$ cat config.mk
export PLATFORM = sky130hd
export DESIGN_NAME = tof_pin_ctrl
export DESIGN_NICKNAME = d
export VERILOG_FILES = /design/src/tof_pkg.sv /design/src/tof_pin_ctrl.sv /design/src/tof_tick_div.sv
export VERILOG_INCLUDE_DIRS = /design/src
export SDC_FILE = /design/constraint.sdc
export NUM_CORES = 1
export LEC_CHECK = 0
export ABC_AREA = 1
export BUFFER_PORTS_ARGS = -buffer_cell sky130_fd_sc_hd__buf_2
export CORE_AREA = 2 2 106 108
export DETAILED_ROUTE_END_ITERATION = 8
export DIE_AREA = 0 0 108 110
export GPL_ROUTABILITY_DRIVEN = 0
export SLEW_MARGIN = 20
export SYNTH_ARGS = -nofsm -noshare
export SYNTH_HDL_FRONTEND = slang
export SYNTH_SLANG_ARGS = --single-unit
$ cat constraint.sdc
create_clock -name core_clk_i -period 4.87 [get_ports core_clk_i]
set_clock_uncertainty 0.05 [all_clocks]
set_input_delay 0.2435 -clock core_clk_i [delete_from_list [all_inputs] [get_ports core_clk_i]]
set_output_delay 0.2435 -clock core_clk_i [all_outputs]
set_load 0.01 [all_outputs]
$ cat src/tof_cfg.svh
// How it works
// - timeouts of 0.5, 1, 2 or 4 seconds
// - timeout flag holds until enable written zero
// - expiry with reset enabled: one 250 ms pulse
// - expiry forces profile zero, then disables selection
// - pin one gates single-ended out1 only
// - pin two gates out2 or both differentials
// - pin three gates single-ended out3 only
// - pin one power-down low: all stop but 32k
// - pins one and three give profile select bits
// - each pin may be its output's saving input
// - pin two alone may drive reset-out pulse
// - every pin resets to plain output-enable function
`ifndef TOF_CFG_SVH
`define TOF_CFG_SVH

// ----------------------------------------------------------------
// time base
// ----------------------------------------------------------------
`define TOF_CLK_KHZ 25000
`define TOF_TICK_US 1000
`define TOF_TO0_MS 500
`define TOF_TO1_MS 1000
`define TOF_TO2_MS 2000
`define TOF_TO3_MS 4000
`define TOF_RST_MS 250
`define TOF_MS_W 13
`define TOF_RST_W 8

// ----------------------------------------------------------------
// register offsets
// ----------------------------------------------------------------
`define TOF_A_CTRL 4'h0
`define TOF_A_PINFN 4'h1
`define TOF_A_OUTEN 4'h2
`define TOF_A_PROF 4'h3
`define TOF_A_STAT 4'h4
`define TOF_A_IRQS 4'h5
`define TOF_A_IRQC 4'h6
`define TOF_A_IRQE 4'h7

// ----------------------------------------------------------------
// reset values and interrupt width
// ----------------------------------------------------------------
`define TOF_CTRL_RST 8'h01
`define TOF_PINFN_RST 8'h00
`define TOF_OUTEN_RST 5'h1f
`define TOF_IRQ_W 3

`endif

$ cat src/tof_pkg.sv
package tof_pkg;

  // pin function codes; meaning of alt and aux differs per pin
  typedef enum logic [1:0] {
    TOF_FN_OE = 2'b00,
    TOF_FN_ALT = 2'b01,
    TOF_FN_SAVE = 2'b10,
    TOF_FN_AUX = 2'b11
  } tof_fn_t;

  typedef enum logic [1:0] {
    TOF_TS_IDLE = 2'b00,
    TOF_TS_RUN = 2'b01,
    TOF_TS_DONE = 2'b10
  } tof_tstate_t;

  typedef struct packed {
    logic [1:0] rsv;
    logic prof_en;
    logic rst_en;
    logic [1:0] to_sel;
    logic tmr_en;
    logic oe_en;
  } tof_ctrl_t;

  typedef struct packed {
    logic [1:0] rsv;
    tof_fn_t fn3;
    tof_fn_t fn2;
    tof_fn_t fn1;
  } tof_pinfn_t;

  typedef struct packed {
    logic [1:0] diff;
    logic [2:0] se;
  } tof_run_t;

  typedef struct packed {
    logic [1:0] rsv;
    logic [1:0] profile;
    logic pwr_down;
    logic pulse;
    logic running;
    logic flag;
  } tof_status_t;

endpackage

$ cat src/tof_pin_ctrl.sv
// Our own choices: strobed register access and the register addresses.
`timescale 1ns/1ps
`include "tof_cfg.svh"

module tof_pin_ctrl #(
  parameter int TICK_CYCLES = `TOF_CLK_KHZ * `TOF_TICK_US / 1000
) (
  input wire logic core_clk_i,                   // 25 MHz clock
  input wire logic reset_i,                      // async reset, high
  input wire logic [3:0] reg_addr_i,             // register address
  input wire logic [7:0] reg_wdata_i,            // write data
  input wire logic reg_wr_i,                     // write strobe
  input wire logic reg_rd_i,                     // read strobe
  output logic [7:0] reg_rdata_o,                // read data, next cycle
  input wire logic enable_pin_one_i,             // pin one level
  input wire logic enable_pin_two_i,             // pin two level
  output logic enable_pin_two_o,                 // pin two drive, reset high
  output logic enable_pin_two_oe_o,              // pin two driven
  input wire logic enable_pin_three_i,           // pin three level
  output tof_pkg::tof_run_t out_run_o,           // per-output run
  output logic lf_clk_run_o,                     // 32 kHz clock runs
  output logic power_down_o,                     // lowest power state
  output logic [2:0] out_power_saving_o,         // saving inputs out1..3
  output logic [1:0] frequency_profile_select_o, // second pll profile
  output logic irq_o                             // level interrupt
);

  // ----------------------------------------------------------------
  // declarations
  // ----------------------------------------------------------------
  tof_pkg::tof_ctrl_t ctrl;
  tof_pkg::tof_ctrl_t wr_val;
  tof_pkg::tof_pinfn_t pinfn;
  tof_pkg::tof_status_t status;
  tof_pkg::tof_tstate_t tstate;
  tof_pkg::tof_run_t next_run;
  logic [4:0] out_en;
  logic [1:0] prof_reg;
  logic [2:0] pin_meta;
  logic [2:0] pin_sync;
  logic [2:0] pins;
  logic wr_ctrl;
  logic timer_kick;
  logic flag_clear;
  logic tick;
  logic [`TOF_MS_W-1:0] ms_count;
  logic [`TOF_MS_W-1:0] ms_last;
  logic expire;
  logic timeout_flag;
  logic [`TOF_RST_W-1:0] rst_count;
  logic pulse_active;
  logic pulse_end;
  logic prof_force;
  logic prof_clear;
  logic [1:0] next_profile;
  logic next_down;
  logic down_enter;
  logic out1_gate;
  logic out2_gate;
  logic out3_gate;
  logic diff_gate;
  logic [2:0] next_saving;
  logic [`TOF_IRQ_W-1:0] irq_stat;
  logic [`TOF_IRQ_W-1:0] irq_en;
  logic [`TOF_IRQ_W-1:0] irq_event;
  logic [`TOF_IRQ_W-1:0] irq_clr;
  logic [7:0] next_rdata;

  localparam logic [`TOF_RST_W-1:0] RST_LAST = `TOF_RST_W'(`TOF_RST_MS - 1);

  // ----------------------------------------------------------------
  // pin synchronisers
  // ----------------------------------------------------------------
  assign pins = {enable_pin_three_i, enable_pin_two_i, enable_pin_one_i};

  genvar g;
  generate
    for (g = 0; g < 3; g = g + 1)
    begin : g_sync
      always_ff @(posedge core_clk_i or posedge reset_i)
      begin
        if (reset_i)
        begin
          pin_meta[g] <= 1'b1;
          pin_sync[g] <= 1'b1;
        end
        else
        begin
          pin_meta[g] <= pins[g];
          pin_sync[g] <= pin_meta[g];
        end
      end
    end
  endgenerate

  // ----------------------------------------------------------------
  // control registers
  // ----------------------------------------------------------------
  assign wr_val = tof_pkg::tof_ctrl_t'(reg_wdata_i);
  assign wr_ctrl = reg_wr_i && (reg_addr_i == `TOF_A_CTRL);
  assign timer_kick = wr_ctrl && wr_val.tmr_en;
  assign flag_clear = wr_ctrl && !wr_val.tmr_en;

  // a software write in the same cycle beats the hardware disable
  always_ff @(posedge core_clk_i or posedge reset_i)
  begin
    if (reset_i)
      ctrl <= tof_pkg::tof_ctrl_t'(`TOF_CTRL_RST);
    else if (wr_ctrl)
      ctrl <= wr_val;
    else if (prof_clear)
      ctrl.prof_en <= 1'b0;
  end

  always_ff @(posedge core_clk_i or posedge reset_i)
  begin
    if (reset_i)
      pinfn <= tof_pkg::tof_pinfn_t'(`TOF_PINFN_RST);
    else if (reg_wr_i && (reg_addr_i == `TOF_A_PINFN))
      pinfn <= tof_pkg::tof_pinfn_t'(reg_wdata_i);
  end

  always_ff @(posedge core_clk_i or posedge reset_i)
  begin
    if (reset_i)
    begin
      out_en <= `TOF_OUTEN_RST;
      prof_reg <= 2'h0;
      irq_en <= '0;
    end
    else if (reg_wr_i)
    begin
      if (reg_addr_i == `TOF_A_OUTEN)
        out_en <= reg_wdata_i[4:0];
      if (reg_addr_i == `TOF_A_PROF)
        prof_reg <= reg_wdata_i[1:0];
      if (reg_addr_i == `TOF_A_IRQE)
        irq_en <= reg_wdata_i[`TOF_IRQ_W-1:0];
    end
  end

  // ----------------------------------------------------------------
  // millisecond time base, realigned on each kick
  // ----------------------------------------------------------------
  tof_tick_div #(
    .CYCLES(TICK_CYCLES)
  ) u_tick (
    .core_clk_i(core_clk_i),
    .reset_i(reset_i),
    .clear_i(timer_kick),
    .tick_o(tick)
  );

  // ----------------------------------------------------------------
  // timeout timer
  // ----------------------------------------------------------------
  always_comb
  begin
    case (ctrl.to_sel)
      2'h0: ms_last = `TOF_MS_W'(`TOF_TO0_MS - 1);
      2'h1: ms_last = `TOF_MS_W'(`TOF_TO1_MS - 1);
      2'h2: ms_last = `TOF_MS_W'(`TOF_TO2_MS - 1);
      default: ms_last = `TOF_MS_W'(`TOF_TO3_MS - 1);
    endcase
  end

  assign expire = (tstate == tof_pkg::TOF_TS_RUN) && tick && (ms_count == ms_last) && !timer_kick;

  // writing one again restarts the count, watchdog style
  always_ff @(posedge core_clk_i or posedge reset_i)
  begin
    if (reset_i)
    begin
      tstate <= tof_pkg::TOF_TS_IDLE;
      ms_count <= '0;
    end
    else if (timer_kick)
    begin
      tstate <= tof_pkg::TOF_TS_RUN;
      ms_count <= '0;
    end
    else if (!ctrl.tmr_en)
    begin
      tstate <= tof_pkg::TOF_TS_IDLE;
      ms_count <= '0;
    end
    else
    begin
      case (tstate)
        tof_pkg::TOF_TS_RUN:
        begin
          if (expire)
            tstate <= tof_pkg::TOF_TS_DONE;
          else if (tick)
            ms_count <= ms_count + 1'b1;
        end
        tof_pkg::TOF_TS_DONE:
          tstate <= tof_pkg::TOF_TS_DONE;
        tof_pkg::TOF_TS_IDLE:
          tstate <= tof_pkg::TOF_TS_IDLE;
        default:
          tstate <= tof_pkg::TOF_TS_IDLE;
      endcase
    end
  end

  // expiry wins over a clearing write in the same cycle
  always_ff @(posedge core_clk_i or posedge reset_i)
  begin
    if (reset_i)
      timeout_flag <= 1'b0;
    else if (expire)
      timeout_flag <= 1'b1;
    else if (flag_clear)
      timeout_flag <= 1'b0;
  end

  // ----------------------------------------------------------------
  // reset-out pulse
  // ----------------------------------------------------------------
  assign pulse_end = pulse_active && tick && (rst_count == RST_LAST);

  always_ff @(posedge core_clk_i or posedge reset_i)
  begin
    if (reset_i)
    begin
      pulse_active <= 1'b0;
      rst_count <= '0;
    end
    else if (expire && ctrl.rst_en && !pulse_active)
    begin
      pulse_active <= 1'b1;
      rst_count <= '0;
    end
    else if (pulse_end)
      pulse_active <= 1'b0;
    else if (pulse_active && tick)
      rst_count <= rst_count + 1'b1;
  end

  // ----------------------------------------------------------------
  // profile reversion and selection
  // ----------------------------------------------------------------
  // without a pulse the selection is dropped right at expiry
  assign prof_clear = (expire && ctrl.prof_en && !ctrl.rst_en) || (pulse_end && prof_force);

  always_ff @(posedge core_clk_i or posedge reset_i)
  begin
    if (reset_i)
      prof_force <= 1'b0;
    else if (expire && ctrl.prof_en)
      prof_force <= 1'b1;
    else if (pulse_end || !ctrl.prof_en)
      prof_force <= 1'b0;
  end

  // pin three alone is not a legal pin mode, so registers steer
  always_comb
  begin
    next_profile = prof_reg;
    if (!ctrl.prof_en || prof_force)
      next_profile = 2'h0;
    else if (pinfn.fn1 == tof_pkg::TOF_FN_AUX)
    begin
      next_profile[0] = pin_sync[0];
      next_profile[1] = (pinfn.fn3 == tof_pkg::TOF_FN_AUX) && pin_sync[2];
    end
  end

  // ----------------------------------------------------------------
  // output gating
  // ----------------------------------------------------------------
  assign out1_gate = (pinfn.fn1 != tof_pkg::TOF_FN_OE) || pin_sync[0];
  assign out2_gate = (pinfn.fn2 != tof_pkg::TOF_FN_OE) || pin_sync[1];
  assign diff_gate = (pinfn.fn2 != tof_pkg::TOF_FN_ALT) || pin_sync[1];
  assign out3_gate = (pinfn.fn3 != tof_pkg::TOF_FN_OE) || pin_sync[2];
  assign next_down = (pinfn.fn1 == tof_pkg::TOF_FN_ALT) && !pin_sync[0];

  always_comb
  begin
    next_run.se[0] = out1_gate && out_en[0];
    next_run.se[1] = out2_gate && out_en[1];
    next_run.se[2] = out3_gate && out_en[2];
    next_run.diff[0] = diff_gate && out_en[3];
    next_run.diff[1] = diff_gate && out_en[4];
    if (next_down || !ctrl.oe_en)
      next_run = '0;
  end

  generate
    for (g = 0; g < 3; g = g + 1)
    begin : g_save
      // the pin follows the end device clock; analog side swaps sources
      assign next_saving[g] = (pinfn[2*g +: 2] == tof_pkg::TOF_FN_SAVE) && pin_sync[g];
    end
  endgenerate

  always_ff @(posedge core_clk_i or posedge reset_i)
  begin
    if (reset_i)
    begin
      out_run_o <= '0;
      power_down_o <= 1'b0;
      out_power_saving_o <= 3'h0;
      frequency_profile_select_o <= 2'h0;
      enable_pin_two_o <= 1'b1;
      enable_pin_two_oe_o <= 1'b0;
    end
    else
    begin
      out_run_o <= next_run;
      power_down_o <= next_down;
      out_power_saving_o <= next_saving;
      frequency_profile_select_o <= next_profile;
      enable_pin_two_o <= !pulse_active;
      enable_pin_two_oe_o <= (pinfn.fn2 == tof_pkg::TOF_FN_AUX);
    end
  end

  // low-frequency clock is never gated, even in power-down
  assign lf_clk_run_o = 1'b1;

  // ----------------------------------------------------------------
  // interrupts
  // ----------------------------------------------------------------
  assign down_enter = next_down && !power_down_o;
  assign irq_event = {down_enter, pulse_end, expire};
  assign irq_clr = (reg_wr_i && (reg_addr_i == `TOF_A_IRQC)) ?
                   reg_wdata_i[`TOF_IRQ_W-1:0] : '0;

  always_ff @(posedge core_clk_i or posedge reset_i)
  begin
    if (reset_i)
      irq_stat <= '0;
    else
      irq_stat <= (irq_stat & ~irq_clr) | irq_event;
  end

  always_ff @(posedge core_clk_i or posedge reset_i)
  begin
    if (reset_i)
      irq_o <= 1'b0;
    else
      irq_o <= |(((irq_stat & ~irq_clr) | irq_event) & irq_en);
  end

  // ----------------------------------------------------------------
  // read port
  // ----------------------------------------------------------------
  always_comb
  begin
    status = '0;
    status.flag = timeout_flag;
    status.running = (tstate == tof_pkg::TOF_TS_RUN);
    status.pulse = pulse_active;
    status.pwr_down = power_down_o;
    status.profile = frequency_profile_select_o;
  end

  always_comb
  begin
    case (reg_addr_i)
      `TOF_A_CTRL: next_rdata = ctrl;
      `TOF_A_PINFN: next_rdata = pinfn;
      `TOF_A_OUTEN: next_rdata = {3'h0, out_en};
      `TOF_A_PROF: next_rdata = {6'h00, prof_reg};
      `TOF_A_STAT: next_rdata = status;
      `TOF_A_IRQS: next_rdata = {5'h00, irq_stat};
      `TOF_A_IRQE: next_rdata = {5'h00, irq_en};
      default: next_rdata = 8'h00;
    endcase
  end

  always_ff @(posedge core_clk_i or posedge reset_i)
  begin
    if (reset_i)
      reg_rdata_o <= 8'h00;
    else if (reg_rd_i)
      reg_rdata_o <= next_rdata;
    else
      reg_rdata_o <= 8'h00;
  end

endmodule

$ cat src/tof_tick_div.sv
`timescale 1ns/1ps

module tof_tick_div #(
  parameter int CYCLES = 25000
) (
  input wire logic core_clk_i, // clock
  input wire logic reset_i,    // async reset, high
  input wire logic clear_i,    // restart the period
  output logic tick_o          // one-cycle pulse per period
);

  localparam int W = (CYCLES > 1) ? $clog2(CYCLES) : 1;
  localparam logic [W-1:0] LAST = W'(CYCLES - 1);

  logic [W-1:0] count;

  always_ff @(posedge core_clk_i or posedge reset_i)
  begin
    if (reset_i)
    begin
      count <= '0;
      tick_o <= 1'b0;
    end
    else if (clear_i)
    begin
      count <= '0;
      tick_o <= 1'b0;
    end
    else if (count == LAST)
    begin
      count <= '0;
      tick_o <= 1'b1;
    end
    else
    begin
      count <= count + 1'b1;
      tick_o <= 1'b0;
    end
  end

endmodule

==> flow_summary.ini <==
[worst_setup_path]
worst_setup_path_start_kind = flip-flop
required_ns = 5.08
slowest_delay_ns = 0.45
critPathCaptureType = flip-flop
cp_slowest_cell = dfrtp_1
cp_num_buf_inv = 3
worstSetupPathType = flip-flop to flip-flop
crit_chain = inv_1, ha_1, nand2_1, inv_1, nor2_1, nand2_1, nor2_1, nand3_2, nand2_2, nand2_4, inv_2, nor2_1, nor2_1, nor2_1
crit_arrival_ns = 2.36
timing.critical_path.mode_cell = nor2_1
path_max_fanout = 11
critPathTopFamily = simple AND/OR/NAND/NOR gates

[drt]
drtIter0Drc = 202
ant_nets = 0
drcViolationCount = 0
vias = 3908
viasPerCell = 4.98
wire_per_inst_um = 13.6
first_pass_iters = 4
routed_wl_um = 10700

[global_route]
overflow = 0
grt_usage = 0.196
antenna_found_initial = 0
grt_max_degree = 52
grt_pass1_vias = 3738
grt_pass1_wl_um = 18000

[cells_and_area]
final_util = 0.508
final_common_cell = nand2_1
largest_reg_flops = 15
top_register = u_tick.count
seq_area_mm2 = 0.00249
drive_gt1_frac = 0.141
top_regs = u_tick.count x15, ms_count x13
final_cell_mix = nand2_1, dfrtp_1, inv_1, nor2_1, o21ai_0
synthToLayoutAreaGrowth_pct = 12.1
antenna_cells = 0
nNetsFinal = 668
n_fill_cell = 1031
multi_input_area_mm2 = 0.00198
design_area_mm2 = 0.00543

[yosys]
ys_seq_area_frac = 0.514
synth_largest_area_cell = dfrtp_1
avgSynthCellArea_um2 = 8.23
ys.warnings.count = 0
syn_area_mm2 = 0.00485
synth_seq_cells = 99
syn-num-nets = 618
synthTopCellsByArea = dfrtp_1, nand2_1, dfstp_2, inv_1, nor2_1
synth_top_area_share = 0.444
netlist_instances = 589
synth_cell_types = 40

[floorplan]
fp.dieH_um = 110
core.rowCount = 38
start_util = 0.453
die-width_um = 108
core_area_mm2 = 0.0107
ios = 42
die_area_mm2 = 0.0119

[sta]
tightest_slew_ns = 0.650
setup_tns_ns = 0
timing.final.ws_setup_ns = 2.73
fmax_mhz = 467
rsz0062_at_grt = false
setup_viol = 0
slew_viol_final = 0
maxSlewHeadroom = 0.567
period_share = 0.440
hold_violations = 0
period_minus_slack_ns = 2.14

[run_status]
status = complete, no violations

[power_and_ir_drop]
power.density_mw_per_mm2 = 350
p_leak_nw = 2.76
power.total_mw = 1.90
irDropWorstVdd_mv = 0.187

[clock_network]
ctsResizeCount = 0
root_buffer = clkbuf_8
insertion_delay_ns = 0.38
cts_tree = yes
numCtsBuffers = 9
cts_buffer_depth = 2
post_cts_buffers = 0
ctsHoldBuffers = 5
clkTransAtPathRegs_ns = 0.10
numClockSinks = 99
cts_max_level = 3

[placed_design]
dpl_worst_slack_ns = 2.77
place_hpwl_um = 7900
dpl-instance-area_mm2 = 0.00519
port_buffers = 40

[job]
cap_violations = 0

[hold_path]
hp-class = input pin to flip-flop
## worst paths after layout
check                          startpoint           end  slack [ns]  depth (start not counted)
setup / recovery                  ctrl[3]   ms_count[4]        2.73                         14
hold / removal             reg_wdata_i[7]       ctrl[7]        0.03                          3
setup reg to reg                  ctrl[3]   ms_count[4]        2.73                         14
hold reg to reg               pin_meta[0]   pin_sync[0]        0.31                          0
max in group asynchronous         reset_i       ctrl[1]        3.22                          4
min in group asynchronous         reset_i  rst_count[4]        0.45                          3
## report_power, final
group / switching, mW / internal (mW)
logic: 0.230 / 0.126
clock network: 0.278 / 0.250
registers: 0.0762 / 0.940
total: 0.585 / 1.32
## Yosys cell counts (all sizes together)
cell     count
a2111oi      1
a21oi       21
buf          6
nand2      149
xor2        10
nor3b        1
dfstp       13
a221oi       2
dfrtp       86
clkinv       1
o221ai       1
nand3       29
nor4         3
ha          10
xnor2        1
o22ai        4
a31oi        2
inv         86
a311oi       1
a41oi        1
o21ai       45
nor2        80
o21a         1
nand4       13
conb         1
nor3        19
a211oi       1
clkbuf       1
## layout make-up
class                   instances  share of cell area
inverters                      87              0.0615
clock inverters                 5             0.00990
multi-input cells             396               0.364
repair buffers                 46              0.0474
flip-flops and latches         99               0.459
well taps                     140              0.0322
clock buffers                  11              0.0260
## tightest hold or removal path, delay by kind of cell
family	cells	cell delay (ns)
buf+inv	1	0.09
simple gates	2	0.10
## cell families after synthesis
| group | count (synthesis) | synth area share |
|---|---|---|
| buffers and inverters | 94 | 0.0777 |
| xor gates and xnor gates | 11 | 0.0199 |
| adders and majority gates | 10 | 0.0258 |
| DFF | 99 | 0.514 |
| other | 1 | 0.000773 |
| AOI/OAI and AO/OA | 80 | 0.0898 |
| and+or+nand+nor | 294 | 0.272 |
## per-layer routing
metal / wire length [um] / share of wire / vias to the layer above / global-route usage
li1: - / - / 1979 / -
met1: 5180 / 0.49 / 1841 / 0.279
met2: 4870 / 0.46 / 74 / 0.299
met3: 434 / 0.041 / 14 / 0.0300
met4: 195 / 0.018 / 0 / 0.0806
met5: 0 / 0 / - / 0
## per-stage QoR
| step | hold WS [ns] | instances |
|---|---|---|
| CTS | 0.0187 | 784 |
| finish | 0.0283 | 784 |
| floorplan | 0.198 | 589 |
| global placement | 0.296 | 763 |
| global route | 0.0259 | 784 |
| detailed placement | 0.297 | 763 |
Note: power is estimated with default switching activity, not from simulation.
